===== src/verilog/dss_defines.svh =====
`ifndef DSS_DEFINES_SVH
`define DSS_DEFINES_SVH

// register byte offsets
`define DSS_CTRL_OFFSET       8'h00
`define DSS_STATUS_OFFSET     8'h04

// control register fields
`define DSS_CTRL_SWITCH_ON    0
`define DSS_CTRL_RAMP_STOP    1
`define DSS_CTRL_COAST_STOP   2
`define DSS_CTRL_QUICK_STOP   3
`define DSS_CTRL_OP_ENABLE    4
`define DSS_CTRL_AUTO_START   5
`define DSS_CTRL_SRC_BUS      6
`define DSS_CTRL_DI_AUTO_EN   7
`define DSS_CTRL_WIDTH        8
`define DSS_CTRL_RESET        8'h80

// status register fields
`define DSS_STAT_STATE_LSB    0
`define DSS_STAT_STATE_MSB    2
`define DSS_STAT_MOTOR_ON     4
`define DSS_STAT_RAMP_BRAKE   5
`define DSS_STAT_QUICK_BRAKE  6
`define DSS_STAT_STANDSTILL   7

// cycles spent settling input synchronisers after reset
`define DSS_POWERUP_CYCLES    2'd3

// bus responses
`define DSS_RESP_OKAY         2'b00
`define DSS_RESP_SLVERR       2'b10

`endif


===== src/verilog/dss_pkg.sv =====
`default_nettype none

package dss_pkg;

  typedef enum logic [2:0] {
    powerup_state             = 3'b000,
    switch_on_inhibited_state = 3'b001,
    ready_to_switch_on_state  = 3'b010,
    ready_state               = 3'b011,
    operation_state           = 3'b100,
    normal_stop_state         = 3'b101,
    fast_stop_state           = 3'b110
  } dss_state_t;

  typedef enum logic [1:0] {
    stop_none  = 2'b00,
    stop_ramp  = 2'b01,
    stop_quick = 2'b10,
    stop_coast = 2'b11
  } dss_stop_t;

endpackage : dss_pkg

`default_nettype wire


===== src/verilog/dss_sync.sv =====
`default_nettype none

module dss_sync #(
  parameter int WIDTH = 6
) (
  input  wire logic             clk,
  input  wire logic             resetn,
  input  wire logic [WIDTH-1:0] async_in,
  output logic      [WIDTH-1:0] sync_out
);

  //////////////////////////////////////////////////////////////////////////
  // two flip-flops per bit, first stage feeds only the second
  genvar i;
  generate
    for (i = 0; i < WIDTH; i = i + 1) begin : g_bit
      logic meta_reg;
      logic safe_reg;
      always_ff @(posedge clk) begin
        if (!resetn) begin
          meta_reg <= 1'b0;
          safe_reg <= 1'b0;
        end else begin
          meta_reg <= async_in[i];
          safe_reg <= meta_reg;
        end
      end
      assign sync_out[i] = safe_reg;
    end
  endgenerate

endmodule : dss_sync

`default_nettype wire


===== src/verilog/dss_stop_arbiter.sv =====
`default_nettype none

module dss_stop_arbiter (
  input  wire logic                ramp_stop,
  input  wire logic                quick_stop,
  input  wire logic                coast_stop,
  output wire dss_pkg::dss_stop_t  stop_sel
);

  //////////////////////////////////////////////////////////////////////////
  // coast beats quick, quick beats ramp
  assign stop_sel = coast_stop ? dss_pkg::stop_coast :
                    quick_stop ? dss_pkg::stop_quick :
                    ramp_stop  ? dss_pkg::stop_ramp  :
                                 dss_pkg::stop_none;

endmodule : dss_stop_arbiter

`default_nettype wire


===== src/verilog/dss_sequencer.sv =====
// Implementation choices: the address map and the AXI4-Lite register port.
`include "dss_defines.svh"
`default_nettype none

// Summary of operation
// - after power-up wait ready to switch on
// - switch-on in ready leads to operation
// - ramp stop brakes, standstill returns ready to switch on
// - coast stop switches motor off at once
// - quick stop brakes fast, off at standstill
// - inhibited state ignores switch-on command
// - switch-on held at power-up inhibits start
// - automatic start skips the power-up inhibit
// - coast or quick stop enters inhibited
// - switch-on only via ready to switch on
// - ready state waits for operating enable
// - digital-input control enables operation automatically
// - operation state keeps motor-on asserted
module dss_sequencer #(
  parameter logic AUTO_START_DEFAULT = 1'b0
) (
  input  wire logic        clk,
  input  wire logic        resetn,
  input  wire logic [7:0]  s_axi_awaddr,
  input  wire logic        s_axi_awvalid,
  output logic             s_axi_awready,
  input  wire logic [31:0] s_axi_wdata,
  input  wire logic [3:0]  s_axi_wstrb,
  input  wire logic        s_axi_wvalid,
  output logic             s_axi_wready,
  output logic [1:0]       s_axi_bresp,
  output logic             s_axi_bvalid,
  input  wire logic        s_axi_bready,
  input  wire logic [7:0]  s_axi_araddr,
  input  wire logic        s_axi_arvalid,
  output logic             s_axi_arready,
  output logic [31:0]      s_axi_rdata,
  output logic [1:0]       s_axi_rresp,
  output logic             s_axi_rvalid,
  input  wire logic        s_axi_rready,
  input  wire logic        di_switch_on,
  input  wire logic        di_ramp_stop,
  input  wire logic        di_coast_stop,
  input  wire logic        di_quick_stop,
  input  wire logic        di_op_enable,
  input  wire logic        standstill_in,
  output logic [2:0]       state_out,
  output logic             motor_on,
  output logic             ramp_brake_req,
  output logic             quick_brake_req
);

  //////////////////////////////////////////////////////////////////////////
  // declarations
  logic [7:0]          aw_addr_reg;
  logic                aw_got_reg;
  logic [31:0]         w_data_reg;
  logic [3:0]          w_strb_reg;
  logic                w_got_reg;
  logic [`DSS_CTRL_WIDTH-1:0] ctrl_reg;
  logic [1:0]          pwr_cnt_reg;
  dss_pkg::dss_state_t state_reg;
  dss_pkg::dss_state_t state_next;
  logic [5:0]          pin_sync;
  dss_pkg::dss_stop_t  stop_sel;

  wire aw_hs = s_axi_awvalid & s_axi_awready;
  wire w_hs  = s_axi_wvalid & s_axi_wready;
  wire ar_hs = s_axi_arvalid & s_axi_arready;
  wire wr_go = aw_got_reg & w_got_reg & ~s_axi_bvalid;

  //////////////////////////////////////////////////////////////////////////
  // pin inputs through two flip-flops
  dss_sync #(
    .WIDTH (6)
  ) u_sync (
    .clk      (clk),
    .resetn   (resetn),
    .async_in ({standstill_in, di_op_enable, di_quick_stop,
                di_coast_stop, di_ramp_stop, di_switch_on}),
    .sync_out (pin_sync)
  );

  //////////////////////////////////////////////////////////////////////////
  // command source selection
  wire src_bus    = ctrl_reg[`DSS_CTRL_SRC_BUS];
  wire auto_start = ctrl_reg[`DSS_CTRL_AUTO_START];
  wire standstill = pin_sync[5];

  wire cmd_on    = src_bus ? ctrl_reg[`DSS_CTRL_SWITCH_ON]  : pin_sync[0];
  wire cmd_ramp  = src_bus ? ctrl_reg[`DSS_CTRL_RAMP_STOP]  : pin_sync[1];
  wire cmd_coast = src_bus ? ctrl_reg[`DSS_CTRL_COAST_STOP] : pin_sync[2];
  wire cmd_quick = src_bus ? ctrl_reg[`DSS_CTRL_QUICK_STOP] : pin_sync[3];

  // bus control takes enable from its control bit
  wire en_bus = ctrl_reg[`DSS_CTRL_OP_ENABLE];
  // digital-input control enables itself by default
  wire en_di  = ctrl_reg[`DSS_CTRL_DI_AUTO_EN] | pin_sync[4];
  wire op_en  = src_bus ? en_bus : en_di;

  dss_stop_arbiter u_arb (
    .ramp_stop  (cmd_ramp),
    .quick_stop (cmd_quick),
    .coast_stop (cmd_coast),
    .stop_sel   (stop_sel)
  );

  wire sel_coast = (stop_sel == dss_pkg::stop_coast);
  wire sel_quick = (stop_sel == dss_pkg::stop_quick);
  wire sel_ramp  = (stop_sel == dss_pkg::stop_ramp);
  wire any_stop  = (stop_sel != dss_pkg::stop_none);
  wire off_stop  = sel_coast | sel_quick;

  //////////////////////////////////////////////////////////////////////////
  // sequencer next state
  always_comb begin
    state_next = state_reg;
    case (state_reg)
      dss_pkg::powerup_state: begin
        if (pwr_cnt_reg == `DSS_POWERUP_CYCLES) begin
          if (cmd_on & ~auto_start) begin
            state_next = dss_pkg::switch_on_inhibited_state;
          end else begin
            // automatic start lifts the inhibit
            state_next = dss_pkg::ready_to_switch_on_state;
          end
        end
      end
      dss_pkg::switch_on_inhibited_state: begin
        // switch-on is ignored; wait for it and the coast and quick stops to drop
        if (~cmd_on & ~off_stop) begin
          state_next = dss_pkg::ready_to_switch_on_state;
        end
      end
      dss_pkg::ready_to_switch_on_state: begin
        if (off_stop) begin
          state_next = dss_pkg::switch_on_inhibited_state;
        end else if (cmd_on & ~sel_ramp) begin
          state_next = dss_pkg::ready_state;
        end
      end
      dss_pkg::ready_state: begin
        if (off_stop) begin
          state_next = dss_pkg::switch_on_inhibited_state;
        end else if (~cmd_on | sel_ramp) begin
          state_next = dss_pkg::ready_to_switch_on_state;
        end else if (op_en) begin
          state_next = dss_pkg::operation_state;
        end
      end
      dss_pkg::operation_state: begin
        if (sel_coast) begin
          state_next = dss_pkg::switch_on_inhibited_state;
        end else if (sel_quick) begin
          state_next = dss_pkg::fast_stop_state;
        end else if (sel_ramp | ~cmd_on) begin
          state_next = dss_pkg::normal_stop_state;
        end else if (~op_en) begin
          state_next = dss_pkg::ready_state;
        end
      end
      dss_pkg::normal_stop_state: begin
        if (sel_coast) begin
          state_next = dss_pkg::switch_on_inhibited_state;
        end else if (sel_quick) begin
          state_next = dss_pkg::fast_stop_state;
        end else if (standstill) begin
          state_next = dss_pkg::ready_to_switch_on_state;
        end
      end
      dss_pkg::fast_stop_state: begin
        if (sel_coast | standstill) begin
          state_next = dss_pkg::switch_on_inhibited_state;
        end
      end
      default: begin
        state_next = dss_pkg::switch_on_inhibited_state;
      end
    endcase
  end

  wire next_run   = (state_next == dss_pkg::operation_state);
  wire next_ramp  = (state_next == dss_pkg::normal_stop_state);
  wire next_quick = (state_next == dss_pkg::fast_stop_state);

  //////////////////////////////////////////////////////////////////////////
  // sequencer registers
  always_ff @(posedge clk) begin
    if (!resetn) begin
      state_reg   <= dss_pkg::powerup_state;
      pwr_cnt_reg <= 2'h0;
    end else begin
      state_reg <= state_next;
      if (pwr_cnt_reg != `DSS_POWERUP_CYCLES) begin
        pwr_cnt_reg <= pwr_cnt_reg + 2'h1;
      end
    end
  end

  always_ff @(posedge clk) begin
    if (!resetn) begin
      state_out       <= 3'h0;
      motor_on        <= 1'b0;
      ramp_brake_req  <= 1'b0;
      quick_brake_req <= 1'b0;
    end else begin
      state_out       <= state_next;
      // motor stays on while running or braking
      motor_on        <= next_run | next_ramp | next_quick;
      ramp_brake_req  <= next_ramp;
      quick_brake_req <= next_quick;
    end
  end

  //////////////////////////////////////////////////////////////////////////
  // bus write channel
  wire wr_ctrl = (aw_addr_reg == `DSS_CTRL_OFFSET);
  wire wr_stat = (aw_addr_reg == `DSS_STATUS_OFFSET);
  wire wr_ok   = wr_ctrl | wr_stat;

  always_ff @(posedge clk) begin
    if (!resetn) begin
      s_axi_awready <= 1'b0;
      aw_got_reg    <= 1'b0;
      aw_addr_reg   <= 8'h00;
    end else begin
      s_axi_awready <= s_axi_awvalid & ~s_axi_awready
                       & ~aw_got_reg & ~s_axi_bvalid;
      if (aw_hs) begin
        aw_got_reg  <= 1'b1;
        aw_addr_reg <= s_axi_awaddr;
      end else if (wr_go) begin
        aw_got_reg  <= 1'b0;
      end
    end
  end

  always_ff @(posedge clk) begin
    if (!resetn) begin
      s_axi_wready <= 1'b0;
      w_got_reg    <= 1'b0;
      w_data_reg   <= 32'h0000_0000;
      w_strb_reg   <= 4'h0;
    end else begin
      s_axi_wready <= s_axi_wvalid & ~s_axi_wready
                      & ~w_got_reg & ~s_axi_bvalid;
      if (w_hs) begin
        w_got_reg  <= 1'b1;
        w_data_reg <= s_axi_wdata;
        w_strb_reg <= s_axi_wstrb;
      end else if (wr_go) begin
        w_got_reg  <= 1'b0;
      end
    end
  end

  always_ff @(posedge clk) begin
    if (!resetn) begin
      s_axi_bvalid <= 1'b0;
      s_axi_bresp  <= `DSS_RESP_OKAY;
    end else if (wr_go) begin
      s_axi_bvalid <= 1'b1;
      s_axi_bresp  <= wr_ok ? `DSS_RESP_OKAY : `DSS_RESP_SLVERR;
    end else if (s_axi_bready) begin
      s_axi_bvalid <= 1'b0;
    end
  end

  always_ff @(posedge clk) begin
    if (!resetn) begin
      ctrl_reg <= `DSS_CTRL_RESET
                  | (8'(AUTO_START_DEFAULT) << `DSS_CTRL_AUTO_START);
    end else if (wr_go & wr_ctrl & w_strb_reg[0]) begin
      ctrl_reg <= w_data_reg[`DSS_CTRL_WIDTH-1:0];
    end
  end

  //////////////////////////////////////////////////////////////////////////
  // bus read channel
  wire rd_ctrl = (s_axi_araddr == `DSS_CTRL_OFFSET);
  wire rd_stat = (s_axi_araddr == `DSS_STATUS_OFFSET);

  wire [31:0] stat_word = {24'h00_0000, standstill, quick_brake_req,
                           ramp_brake_req, motor_on, 1'b0, state_out};
  wire [31:0] ctrl_word = {24'h00_0000, ctrl_reg};
  wire [31:0] rd_word   = rd_ctrl ? ctrl_word :
                          rd_stat ? stat_word : 32'h0000_0000;

  always_ff @(posedge clk) begin
    if (!resetn) begin
      s_axi_arready <= 1'b0;
      s_axi_rvalid  <= 1'b0;
      s_axi_rdata   <= 32'h0000_0000;
      s_axi_rresp   <= `DSS_RESP_OKAY;
    end else begin
      s_axi_arready <= s_axi_arvalid & ~s_axi_arready & ~s_axi_rvalid;
      if (ar_hs) begin
        s_axi_rvalid <= 1'b1;
        s_axi_rdata  <= rd_word;
        s_axi_rresp  <= (rd_ctrl | rd_stat) ? `DSS_RESP_OKAY
                                            : `DSS_RESP_SLVERR;
      end else if (s_axi_rready) begin
        s_axi_rvalid <= 1'b0;
      end
    end
  end

endmodule : dss_sequencer

`default_nettype wire


===== config.mk =====
export PLATFORM = sky130hd
export DESIGN_NAME = dss_sequencer
export DESIGN_NICKNAME = d
export VERILOG_FILES = /design/src/verilog/dss_pkg.sv /design/src/verilog/dss_sync.sv /design/src/verilog/dss_stop_arbiter.sv /design/src/verilog/dss_sequencer.sv
export VERILOG_INCLUDE_DIRS = /design/src /design/src/verilog
export SDC_FILE = /design/constraint.sdc
export NUM_CORES = 1
export LEC_CHECK = 0
export BUFFER_PORTS_ARGS = -buffer_cell sky130_fd_sc_hd__buf_4
export CAP_MARGIN = 20
export CORE_MARGIN = 2
export CORE_UTILIZATION = 30
export CTS_CLUSTER_SIZE = 20
export DETAILED_ROUTE_END_ITERATION = 10
export PLACE_DENSITY_LB_ADDON = 0.15
export SLEW_MARGIN = 20
export SYNTH_ARGS = -nofsm -noshare
export SYNTH_HDL_FRONTEND = slang
export SYNTH_SLANG_ARGS = --single-unit

===== constraint.sdc =====
create_clock -name clk -period 1.69 [get_ports clk]
set_input_delay 0.4225 -clock clk [delete_from_list [all_inputs] [get_ports clk]]
set_output_delay 0.4225 -clock clk [all_outputs]
set_load 0.01 [all_outputs]

Word-level counts from Yosys, hierarchy flattened
Index checks and enable logic that the tools add are counted.
W data, S select, Z words.
{"block": "classes", "add_sub_neg": 1, "n_eq_ne": 16, "n_mux": 36, "bitwise_logic": 37, "reduce_logical": 7}
{"op": "$mux W3", "count": 15}
{"op": "$pmux W3 S7", "count": 1}
{"op": "$and A1 B1 Y1", "count": 18}
{"op": "$eq A3 B3 Y1 const B", "count": 6}
{"op": "$eq A8 B3 Y1 const B", "count": 2}
{"op": "$logic_not A8 Y1", "count": 2}
{"op": "$mux W8", "count": 2}
{"op": "$mux W1", "count": 13}
{"op": "$not A1 Y1", "count": 11}
{"op": "$mux W2", "count": 5}
{"op": "$or A1 B1 Y1", "count": 8}
{"op": "$reduce_bool A2 Y1", "count": 4}
{"op": "$eq A2 B2 Y1 const B", "count": 3}
{"op": "$eq A3 B2 Y1 const B", "count": 2}
{"op": "$eq A3 B1 Y1 const B", "count": 1}
{"op": "$logic_not A3 Y1", "count": 1}
{"op": "$add A2 B1 Y2 const B", "count": 1}
{"op": "$eq A2 B1 Y1 const B", "count": 1}
{"op": "$ne A2 B2 Y1 const B", "count": 1}
{"block": "word_totals", "register_bits": 88, "output_inout_bits": 47}

Depth between registers and ports, before layout
Gate-level depths: netlist of run 1.
{"block": "logic_depth", "depth_word": 13, "mapped_depth": 7, "mapped_depth_nobuf": 6}

By module
Synthesis of run 1 repeated with hierarchy kept, for this count alone.
{"block": "unflattened", "cells_unflattened": 316, "area_unflattened_um2": 2801.4}
{"module": "dss_sequencer", "instances": 1, "cells_per_inst": 282, "area_per_inst_um2": 2402.3, "seq_area_each_um2": 1001.0}
{"module": "dss_sync", "instances": 1, "cells_per_inst": 31, "area_per_inst_um2": 381.6, "seq_area_each_um2": 240.2}
{"module": "dss_stop_arbiter", "instances": 1, "cells_per_inst": 3, "area_per_inst_um2": 17.5, "seq_area_each_um2": 0.0}

Worst setup path after synthesis of run 1
OpenSTA, ideal clock, no wires.
{"block": "synth_path", "path_kind": "register to register", "from": "register ctrl_reg[6]", "to": "register ramp_brake_req", "t_arrival_ps": 1462, "t_required_ps": 1549, "path_slack_ps": 87, "path_stages_with_launch": 7, "n_path_buf": 1, "cell_sequence": "dfxtp_1 -> buf_6 -> mux2i_2 -> a21oi_1 -> a311o_1 -> nor4_2 -> a211oi_2"}
{"block": "synth_between", "elab_chain_cells": 11}
{"item": "from (decl)", "line_no": "dss_sequencer.sv:60", "source": "logic [`DSS_CTRL_WIDTH-1:0] ctrl_reg;"}
{"item": "from (signal assigned)", "line_no": "dss_sequencer.sv:271", "source": "ctrl_reg <= `DSS_CTRL_RESET"}
{"item": "from (signal assigned)", "line_no": "dss_sequencer.sv:274", "source": "ctrl_reg <= w_data_reg[`DSS_CTRL_WIDTH-1:0];"}
{"item": "$mux W1", "line_no": "dss_sequencer.sv:91", "source": "wire cmd_ramp = src_bus ? ctrl_reg[`DSS_CTRL_RAMP_STOP] : pin_sync[1];"}
{"item": "$mux W1", "line_no": "dss_stop_arbiter.sv:14", "source": "ramp_stop ? dss_pkg::stop_ramp :"}
{"item": "$mux W2", "line_no": "dss_stop_arbiter.sv:13", "source": "quick_stop ? dss_pkg::stop_quick :"}
{"item": "$mux W2", "line_no": "dss_stop_arbiter.sv:12", "source": "assign stop_sel = coast_stop ? dss_pkg::stop_coast :"}
{"item": "$eq A2 B1 Y1, or another cell as far along", "line_no": "dss_sequencer.sv:110", "source": "wire sel_ramp = (stop_sel == dss_pkg::stop_ramp);"}
{"item": "$or A1 B1 Y1, or another cell as far along", "line_no": "dss_sequencer.sv:145, dss_sequencer.sv:156"}
{"item": "$mux W3, or another cell as far along", "line_no": "dss_sequencer.sv:156", "source": "end else if (sel_ramp | ~cmd_on) begin"}
{"item": "$mux W3, or another cell as far along", "line_no": "dss_sequencer.sv:154", "source": "end else if (sel_quick) begin"}
{"item": "$mux W3, on equally long branches", "line_no": "dss_sequencer.sv:152, dss_sequencer.sv:131, dss_sequencer.sv:136"}
{"item": "$pmux W3 S7 *", "line_no": "dss_sequencer.sv:118", "source": "case (state_reg)"}
{"item": "$eq A3 B3 Y1 *", "line_no": "dss_sequencer.sv:183", "source": "wire next_ramp = (state_next == dss_pkg::normal_stop_state);"}
{"item": "to (signal assigned)", "line_no": "dss_sequencer.sv:210", "source": "ramp_brake_req <= next_ramp;"}
{"item": "to (decl)", "line_no": "dss_sequencer.sv:49", "source": "output logic ramp_brake_req,"}
Every way passes the cells marked *; elsewhere a longest branch is shown, timed or not.
A chain may end at the register's enable or synchronous reset.

Worst setup path in the final report of run 1
Same ends and word-level chain as after synthesis.

==> impl_metrics.csv, run 1 <==
group,metric,value,unit
worst_setup_path,crit_path_start_kind,"flip-flop",
worst_setup_path,critical_path_arrival,1.93,ns
worst_setup_path,worstSetupPathType,"flip-flop to flip-flop",
cts,cts-hold-fix-buffers,0,
cts,cts_buffer_depth,2,
synthesis,synth.cell_area,2850,um^2
synthesis,synth_seq_cells,62,
global_routing,grt_util_met1,16.1,%
synthesis,synth_top_cell_area_share,43.5,%
worst_setup_path,crit_buf_inv,2,
placed_design,dp_hpwl,4920,um
cts,numClockSinks,62,
sta,final-setup-viol-count,2,
run,maxCapViolCount,0,
power,p_per_area,811,nW/um^2
synthesis,synth_edf_count,0,
worst_setup_path,cp.depth,7,
worst_setup_path,worstSetupEndpointType,"flip-flop",
global_routing,grt_max_degree,32,
sta,rsz0062_at_grt,"yes",
power,pwr-share-comb,10.9,%
global_routing,gr-usage-met3,4.55,%
worst_setup_path,r2r_slack,-0.04,ns
global_routing,met2_usage,22.8,%
worst_setup_path,r2r_cells,7,
synthesis,ys_top_cells_by_area,"dfxtp_1 (43%), buf_4 (6.8%), mux2i_1 (6.0%)",
global_routing,grt_pass1_wl,10700,um
synthesis,synth_top_family_by_area,"simple AND/OR/NAND/NOR gates",
floorplanning,fp.dieH,102,um
synthesis,synthSimpleGateAreaFrac,23.7,%
finish,syn2layout_area_growth,31.0,%
finish,final_nets,463,
routing,routed_wl,6580,um
synthesis,synthMuxAreaShare,6.84,%
power,fin_total_pwr,3.03,mW
power,p_clk_share,38.1,%
sta,worst_clock_skew,0.00770,ns
global_routing,antenna_found_initial,0,
sta,timing.fmax,580,MHz
synthesis,synth_xor_area_share,0.307,%
synthesis,yosysTopAreaCell,"dfxtp_1",
finish,fillers,953,
global_routing,overflow,0,
power,p_sw_share,24.8,%
sta,period_minus_slack,1.73,ns
synthesis,syn_inst,312,
floorplanning,die_w,102,um
cts,clock_latency,0.34,ns
worst_setup_path,path_max_fanout,7,
routing,remaining_drc_errors,0,
routing,dr.pass1.iters,4,
synthesis,yosys_warnings,0,
placed_design,port_buffers,58,
synthesis,synth_compound_area_share,15.3,%
cts,path_clk_slew,0.06,ns
global_routing,busiest_layer,"met2",
synthesis,async_flop_share,0,%
synthesis,synthAdderAreaFrac,0.438,%
routing,routedWlPerCell,12.4,um
worst_setup_path,cp_slowest_cell,"dfxtp_4",
sta,fin_ws,-0.0356,ns
synthesis,ys.flop_type,"dfxtp_1",
cts,cts_tree,"yes",
floorplanning,start_util,30.9,%
global_routing,grtUsageTotal,13.6,%
global_routing,grt_pass1_vias,2180,
synthesis,ys_seq_area_share,43.5,%
cts,clock-root-buffer,"clkbuf_8",
placed_design,gp_congestion,0.821,
placed_design,dp_slack,-0.228,ns
hold_path,hold_class,"input pin to flip-flop",
power,ir_worst_vdd,0.408,mV
synthesis,synth_most_common_cell,"dfxtp_1",
power,leakagePower,1.60,nW
synthesis,avgSynthCellArea,9.15,um^2
sta,holdWs,0.294,ns
floorplanning,ios,112,
routing,vias_per_cell,4.39,
routing,drtAntennaViolNets,0,
finish,drive_gt1_share,30.2,%
floorplanning,die_area,10300,um^2
worst_setup_path,crit_chain,"buf_6 -> mux2i_4 -> a21oi_1 -> a311o_1 -> nor4_2 -> buf_4 -> a211oi_2",
synthesis,synth_cell_types,53,
routing,drtIter0Drc,49,
worst_setup_path,slowest_delay,0.39,ns
finish,final_core_util,40.5,%
power,sequentialPowerShare,51.0,%
routing,vias,2325,
sta,slew_violations,0,
cts,htree_levels,3,
power,p_int,2.28,mW
floorplanning,coreArea,9240,um^2
power,switchingPower,752,uW
sta,period_share,102,%
worst_setup_path,cpLargestDelayFamily,"compound AO/OA/AOI/OAI gates",
worst_setup_path,crit_required,1.90,ns
run_status,outcome,"complete, but fails checks",
finish,antenna_cells,0,
cts,cts_buffers,9,
sta,hold_violations,0,
floorplanning,fp-row-count,35,
hold_path,min_path_cells,2,
run_status,violations,"negative setup slack",
synthesis,synth_common_cells,"dfxtp_1 (62), nand2_1 (42), buf_4 (26), and2_1 (21), a21boi_0 (20)",
==> placed cells by master, fill, tap and decap left out, types with 2 or more instances in the layout <==
master    netlist  final
buf_4          26     88
dfxtp_1        62     60
nand2_1        42     42
conb_1          1     26
and2_1         21     21
a21boi_0       20     20
mux2i_1        17     17
nor2b_1        13     13
o21ai_0        12     12
clkbuf_8        0     11
nor2_1          9      9
nand3_1         9      9
a21oi_1         7      7
nand2b_1        6      6
inv_1           5      5
nor3_2          1      3
nor4b_1         3      3
clkinv_2        0      3
nor3b_2         1      2
a32oi_1         2      2
a31oi_1         2      2
o32ai_1         2      2
nor3_1          4      2
nand3b_1        2      2
o211ai_1        2      2
buf_6           1      2
==> stage by stage <==
stage                     instance area (um^2)  setup TNS, ns  cells
after floorplan                           2950              0    337
after global placement                    3490         -0.630    511
after detailed placement                  3490         -0.730    511
after CTS                                 3710         -0.121    529
after global routing                      3740         -0.247    530
final                                     3740        -0.0534    530
==> final timing paths <==
| path | start | end |
|---|---|---|
| hold reg to reg | u_sync.g_bit[0].meta_reg$_SDFF_PN0_ | u_sync.g_bit[0].safe_reg$_SDFF_PN0_ |
| hold / removal | di_quick_stop | u_sync.g_bit[3].meta_reg$_SDFF_PN0_ |
| setup reg to reg | ctrl_reg[6]$_SDFFE_PN0P_ | ramp_brake_req$_SDFF_PN0_ |
| setup / recovery | ctrl_reg[6]$_SDFFE_PN0P_ | ramp_brake_req$_SDFF_PN0_ |
==> cell families after synthesis <==
logic type / after synthesis
AO/OA/AOI/OAI: 58
XOR/XNOR: 1
adder cells (fa/ha/maj): 1
buffers and inverters: 46
flip-flops: 62
multiplexers: 19
other: 1
AND/OR/NAND/NOR: 124
==> metal layers <==
metal | wire, um | up-vias
met3 | 310 | 8
met4 | 97 | 0
li1 | - | 1190
met5 | 0 | -
met2 | 3200 | 62
met1 | 2980 | 1065
==> timing repair <==
action / CTS / global route
setup buffers: 3 / 1
resized for setup: 9 / 4
endpoints found under the setup margin: 5 / 10
pin swaps: 4 / 2
==> area by class of cell <==
class	count	area (um^2)	area share [%]
clock buffer	11	151	4.05
clock inverter	4	22.5	0.602
inverter	5	18.8	0.502
multi-input combinational	229	1460	38.9
sequential	62	1250	33.3
tap	129	161	4.32
timing repair buffer	90	683	18.3
==> power by group through the flow <==
stage / Combinational (mW) / Clock (mW) / Sequential (mW)
after floorplan: 0.229 / 0 / 1.57
after global placement: 0.328 / 0 / 1.58
after detailed placement: 0.330 / 0 / 1.58
after CTS: 0.332 / 1.22 / 1.55
after global routing: 0.369 / 1.28 / 1.55
final: 0.330 / 1.16 / 1.55
No activity file was read; power rests on OpenSTA's default activity.
==> run 2: changes to the inputs <==
- ABC_AREA: default -> 1
==> impl_metrics.csv, run 2 <==
group,metric,value,unit
synthesis,synthSimpleGateAreaFrac,30.5,%
worst_setup_path,critical_path_arrival,1.71,ns
synthesis,synth.cell_area,2880,um^2
sta,rsz0062_at_grt,"no",
power,leakagePower,1.74,nW
worst_setup_path,worstSetupEndpointType,"flip-flop",
routing,dr.pass1.iters,4,
cts,htree_levels,3,
finish,final_nets,529,
worst_setup_path,slowest_delay,0.49,ns
worst_setup_path,crit_required,1.90,ns
cts,path_clk_slew,0.07,ns
routing,routedWlPerCell,10.7,um
worst_setup_path,crit_chain,"inv_8 -> nand2_1 -> nand2_4 -> nand3_1 -> nand3_1 -> nor2_1 -> nand3_1 -> nor2_2 -> nor2_1",
synthesis,async_flop_share,0,%
worst_setup_path,path_max_fanout,10,
synthesis,syn_inst,400,
synthesis,ys_top_cells_by_area,"dfxtp_1 (43%), nand2_1 (9.9%), nor2_1 (8.1%)",
cts,cts-hold-fix-buffers,0,
synthesis,synth_xor_area_share,0.304,%
finish,syn2layout_area_growth,24.3,%
cts,clock_latency,0.34,ns
global_routing,overflow,0,
floorplanning,ios,112,
sta,setup_tns,0,ns
worst_setup_path,r2r_cells,9,
global_routing,grt_max_degree,34,
placed_design,port_buffers,58,
synthesis,synth_common_cells,"nand2_1 (76), dfxtp_1 (62), nor2_1 (62), inv_1 (46), o21ai_0 (28)",
cts,cts_buffer_depth,2,
synthesis,ys.flop_type,"dfxtp_1",
synthesis,yosysTopAreaCell,"dfxtp_1",
placed_design,dp_hpwl,4810,um
worst_setup_path,cp_slowest_cell,"dfxtp_2",
worst_setup_path,crit_buf_inv,1,
floorplanning,die_w,102,um
finish,layout_common_cells,"nand2_1 (75), buf_4 (65), nor2_1 (62)",
routing,vias_per_cell,4.18,
worst_setup_path,crit_top_cell,"nand3_1",
global_routing,grt_pass1_wl,10700,um
synthesis,synth_most_common_cell,"nand2_1",
sta,period_share,88.7,%
synthesis,avgSynthCellArea,7.21,um^2
cts,cts.repair.resized,0,
hold_path,hold_class,"input pin to flip-flop",
power,p_per_area,951,nW/um^2
floorplanning,coreArea,9280,um^2
synthesis,synth_cell_types,30,
synthesis,synthMuxAreaShare,0,%
global_routing,antenna_found_initial,0,
finish,antenna_cells,0,
power,ir_worst_vdd,0.392,mV
routing,remaining_drc_errors,0,
cts,cts_buffers,9,
sta,timing.fmax,667,MHz
cts,cts_tree,"yes",
run_status,outcome,"complete, no violations",
sta,worst_clock_skew,0.0122,ns
routing,drtAntennaViolNets,0,
routing,routed_wl,6370,um
synthesis,synth_top_cell_area_share,43.0,%
sta,slew_violations,0,
synthesis,ys_seq_area_share,43.0,%
cts,post_cts_buffers,0,
sta,final-setup-viol-count,0,
finish,drive_gt1_share,23.1,%
finish,final_core_util,38.6,%
synthesis,synthAdderAreaFrac,0.434,%
worst_setup_path,worstSetupPathType,"flip-flop to flip-flop",
sta,hold_violations,0,
routing,vias,2495,
global_routing,grtUsageTotal,13.1,%
floorplanning,die_area,10400,um^2
worst_setup_path,crit_path_start_kind,"flip-flop",
synthesis,synth_top_family_by_area,"simple AND/OR/NAND/NOR gates",
placed_design,gp_congestion,0.769,
cts,clock-root-buffer,"clkbuf_8",
floorplanning,fp-row-count,35,
cts,numClockSinks,62,
synthesis,yosys_warnings,0,
worst_setup_path,cpLargestDelayFamily,"simple AND/OR/NAND/NOR gates",
finish,layout_commonest_cell,"nand2_1",
hold_path,min_path_cells,3,
sta,period_minus_slack,1.50,ns
global_routing,grt_pass1_vias,2299,
run,maxCapViolCount,0,
synthesis,synth_seq_cells,62,
synthesis,synth_edf_count,0,
synthesis,synth_compound_area_share,9.54,%
routing,drtIter0Drc,71,
worst_setup_path,cp.depth,9,
floorplanning,start_util,31.1,%
floorplanning,fp.dieH,102,um
## run 2: cell count changes in the layout (fill, tap and decap cells not counted), moves of 19 or more
cell	delta
a21boi_0	-20
and2_1	-19
inv_1	+41
buf_4	-23
nor2_1	+53
nand2_1	+33
## run 2: layout make-up
type	count	area [um^2]
fill	1025	5700
tap	129	161
clock inverter	7	95.1
timing repair buffer	65	488
clock buffer	9	124
sequential	62	1240
inverter	50	195
multi-input combinational	275	1280
## run 2: per-stage QoR
| step | power, mW | instance area (um^2) | instances | worst slack, ns | hold WS (ns) |
|---|---|---|---|---|---|
| floorplan | 1.90 | 2980 | 425 | 0.403 | 0.390 |
| global placement | 2.00 | 3360 | 581 | 0.0831 | 0.400 |
| detailed placement | 2.01 | 3360 | 581 | 0.0640 | 0.399 |
| CTS | 3.46 | 3580 | 597 | 0.0338 | 0.250 |
| global route | 3.60 | 3590 | 597 | 0.0169 | 0.254 |
| finish | 3.41 | 3590 | 597 | 0.191 | 0.268 |
## run 2: path summary, 6_finish.rpt
kind,slack [ns],endpoint,from
setup reg to reg,0.19,state_out[0]$_SDFF_PN0_,ctrl_reg[6]$_SDFFE_PN0P_
hold / removal,0.27,u_sync.g_bit[5].meta_reg$_SDFF_PN0_,standstill_in
hold reg to reg,0.41,u_sync.g_bit[1].safe_reg$_SDFF_PN0_,u_sync.g_bit[1].meta_reg$_SDFF_PN0_
setup / recovery,0.19,state_out[0]$_SDFF_PN0_,ctrl_reg[6]$_SDFFE_PN0P_
## run 2: cells by family after synthesis
| group | after synthesis |
|---|---|
| compound gates | 51 |
| xor+xnor | 1 |
| fa+ha+maj | 1 |
| buf+inv | 88 |
| flops | 62 |
| other cells | 1 |
| simple gates | 196 |
## run 2: power breakdown
part	internal (mW)	switching, mW
Clock	0.835	0.602
Sequential	1.53	0.0514
Combinational	0.174	0.214
## run 2: worst reg2reg max path, cell delays in order (launching register included)
cell and delay [ns]:
dfxtp_2 0.49, inv_8 0.08, nand2_1 0.11, nand2_4 0.10, nand3_1 0.10, nand3_1 0.07, nor2_1 0.15, nand3_1 0.12
nor2_2 0.12, nor2_1 0.05
## run 2: per-layer routing
layer | part of all wire (%) | global-route usage [%]
met5 | 0 | 0
met1 | 48 | 17.0
met3 | 6.2 | 3.35
met2 | 44 | 20.7
met4 | 1.3 | 5.54
==> run 3: changes to the inputs <==
- BUFFER_PORTS_ARGS: -buffer_cell sky130_fd_sc_hd__buf_4 -> default
- DONT_BUFFER_PORTS: default -> 1
- clock period: 1.69 -> 1.9 ns (I/O delays scaled with it)
==> impl_metrics.csv, run 3 (same netlist as run 2, synthesis figures left out) <==
group,metric,value,unit
run_status,outcome,"complete, no violations",
sta,hold_violations,0,
cts,cts_buffer_depth,2,
floorplanning,fp-row-count,35,
cts,cts.repair.resized,0,
sta,tightest_slew,0.499,ns
cts,numClockSinks,62,
finish,multiInputGateArea,1270,um^2
routing,drtAntennaViolNets,0,
global_routing,grt_pass1_vias,2104,
global_routing,antenna_found_initial,0,
worst_setup_path,cp_slowest_cell,"dfxtp_1",
floorplanning,ios,112,
finish,final_core_util,33.7,%
finish,final_nets,470,
sta,timing.fmax,601,MHz
placed_design,gp_congestion,0.855,
routing,met3_length,394,um
cts,cts_buffers,9,
sta,final-setup-viol-count,0,
cts,post_cts_buffers,0,
worst_setup_path,crit_required,2.13,ns
finish,finalNonFillerCells,538,
sta,relSlewSlack,66.7,%
power,ir_worst_vdd,0.432,mV
cts,clock_latency,0.35,ns
worst_setup_path,slowest_delay,0.63,ns
floorplanning,die_area,10400,um^2
finish,layout_commonest_cell,"nand2_1",
worst_setup_path,rr_startpoint,"ctrl_reg[6]$_SDFFE_PN0P_",
routing,drtIter0Drc,72,
power,leakagePower,1.43,nW
cts,cts_tree,"yes",
routing,met1_length,3010,um
worst_setup_path,crit_path_start_kind,"flip-flop",
floorplanning,die_w,102,um
cts,path_clk_slew,0.07,ns
finish,fillers,1048,
routing,dr.max_layer_used,"met4",
worst_setup_path,r2r_slack,0.24,ns
worst_setup_path,r2r-end,"ramp_brake_req$_SDFF_PN0_",
worst_setup_path,r2r_cells,9,
routing,remaining_drc_errors,0,
cts,cts-hold-fix-buffers,0,
finish,drive_gt1_share,11.2,%
global_routing,grt_pass1_wl,10300,um
worst_setup_path,setup.worst_path.end,"ramp_brake_req$_SDFF_PN0_",
routing,wl_met2,2820,um
placed_design,dp.cells,522,
hold_path,min_path_cells,2,
routing,vias_per_cell,4.25,
worst_setup_path,crit_chain,"nand2_1 -> nand2_2 -> nand3_1 -> nand2_1 -> nand2_1 -> nor2_1 -> nand3_1 -> nor2_2 -> nor2_1",
run,maxCapViolCount,0,
sta,rsz0062_at_grt,"no",
hold_path,hold_class,"input pin to flip-flop",
worst_setup_path,critical_path_arrival,1.89,ns
floorplanning,coreArea,9280,um^2
finish,layout_common_cells,"nand2_1 (76), nor2_1 (62), dfxtp_1 (62)",
routing,routed_wl,6290,um
floorplanning,start_util,31.1,%
power,p_per_area,915,nW/um^2
finish,seqCellArea,1240,um^2
global_routing,overflow,0,
worst_setup_path,crit_top_cell,"nand2_1",
worst_setup_path,cp-startpoint,"ctrl_reg[6]$_SDFFE_PN0P_",
global_routing,grtUsageTotal,13.0,%
finish,antenna_cells,0,
cts,htree_levels,3,
cts,clock-root-buffer,"clkbuf_8",
sta,slew_violations,0,
worst_setup_path,worstSetupEndpointType,"flip-flop",
sta,period_minus_slack,1.66,ns
sta,worst_clock_skew,0.0178,ns
placed_design,port_buffers,0,
worst_setup_path,worstSetupPathType,"flip-flop to flip-flop",
sta,setup_tns,0,ns
placed_design,dp_hpwl,4610,um
floorplanning,fp.dieH,102,um
routing,routedWlPerCell,11.7,um
worst_setup_path,path_max_fanout,10,
finish,syn2layout_area_growth,8.37,%
routing,dr.pass1.iters,4,
routing,vias,2285,
sta,period_share,87.5,%
global_routing,grt_max_degree,54,
run 3: changes by cell type in the layout (fill, tap and decap cells not counted), sizes merged:
| cell | before | now |
|---|---|---|
| clkinv | 3 | 2 |
| clkinvlp | 1 | 3 |
| clkbuf | 9 | 10 |
| inv | 51 | 50 |
| buf | 65 | 6 |
| bufinv | 2 | 1 |
run 3: worst max-delay path, delay by kind of cell (launching register included):
family | cells | cell delay (ns)
flip-flops | 1 | 0.63
AND/OR/NAND/NOR | 9 | 0.91
run 3: power by group:
group	total, mW	internal, mW	switching [mW]
Sequential	1.42	1.36	0.0570
Clock	1.20	0.647	0.553
Combinational	0.239	0.0878	0.151
run 3: area by class of cell:
type | count | area share (%)
Inverter | 50 | 6.24
Clock inverter | 6 | 2.24
Multi-Input combinational cell | 275 | 40.8
Timing Repair Buffer | 6 | 1.44
Tap cell | 129 | 5.16
Clock buffer | 10 | 4.40
Sequential cell | 62 | 39.7
run 3: metal layers:
layer / vias up / GRT usage, %
met5: - / 0
met4: 0 / 4.72
met3: 7 / 5.06
met2: 60 / 20.1
met1: 1008 / 16.5
li1: 1210 / -
run 3: worst min-delay path by stage:
| stage | from | endpoint |
|---|---|---|
| 2_1_floorplan | u_sync.g_bit[0].meta_reg$_SDFF_PN0_ | u_sync.g_bit[0].safe_reg$_SDFF_PN0_ |
| 3_3_place_gp | u_sync.g_bit[2].meta_reg$_SDFF_PN0_ | u_sync.g_bit[2].safe_reg$_SDFF_PN0_ |
| 3_5_place_dp | u_sync.g_bit[5].meta_reg$_SDFF_PN0_ | u_sync.g_bit[5].safe_reg$_SDFF_PN0_ |
| 4_1_cts | resetn | u_sync.g_bit[0].safe_reg$_SDFF_PN0_ |
| 5_1_grt | di_switch_on | u_sync.g_bit[0].meta_reg$_SDFF_PN0_ |
| 6_report | di_quick_stop | u_sync.g_bit[3].meta_reg$_SDFF_PN0_ |
run 3: stage by stage:
stage	power [mW]	instance area [um^2]	worst slack (ns)	hold slack (ns)
after floorplan	1.69	2980	0.563	0.390
after global placement	1.69	2920	0.238	0.403
after detailed placement	1.69	2920	0.254	0.401
after CTS	2.93	3130	0.241	0.206
after global routing	3.04	3130	0.124	0.208
final	2.86	3130	0.237	0.233
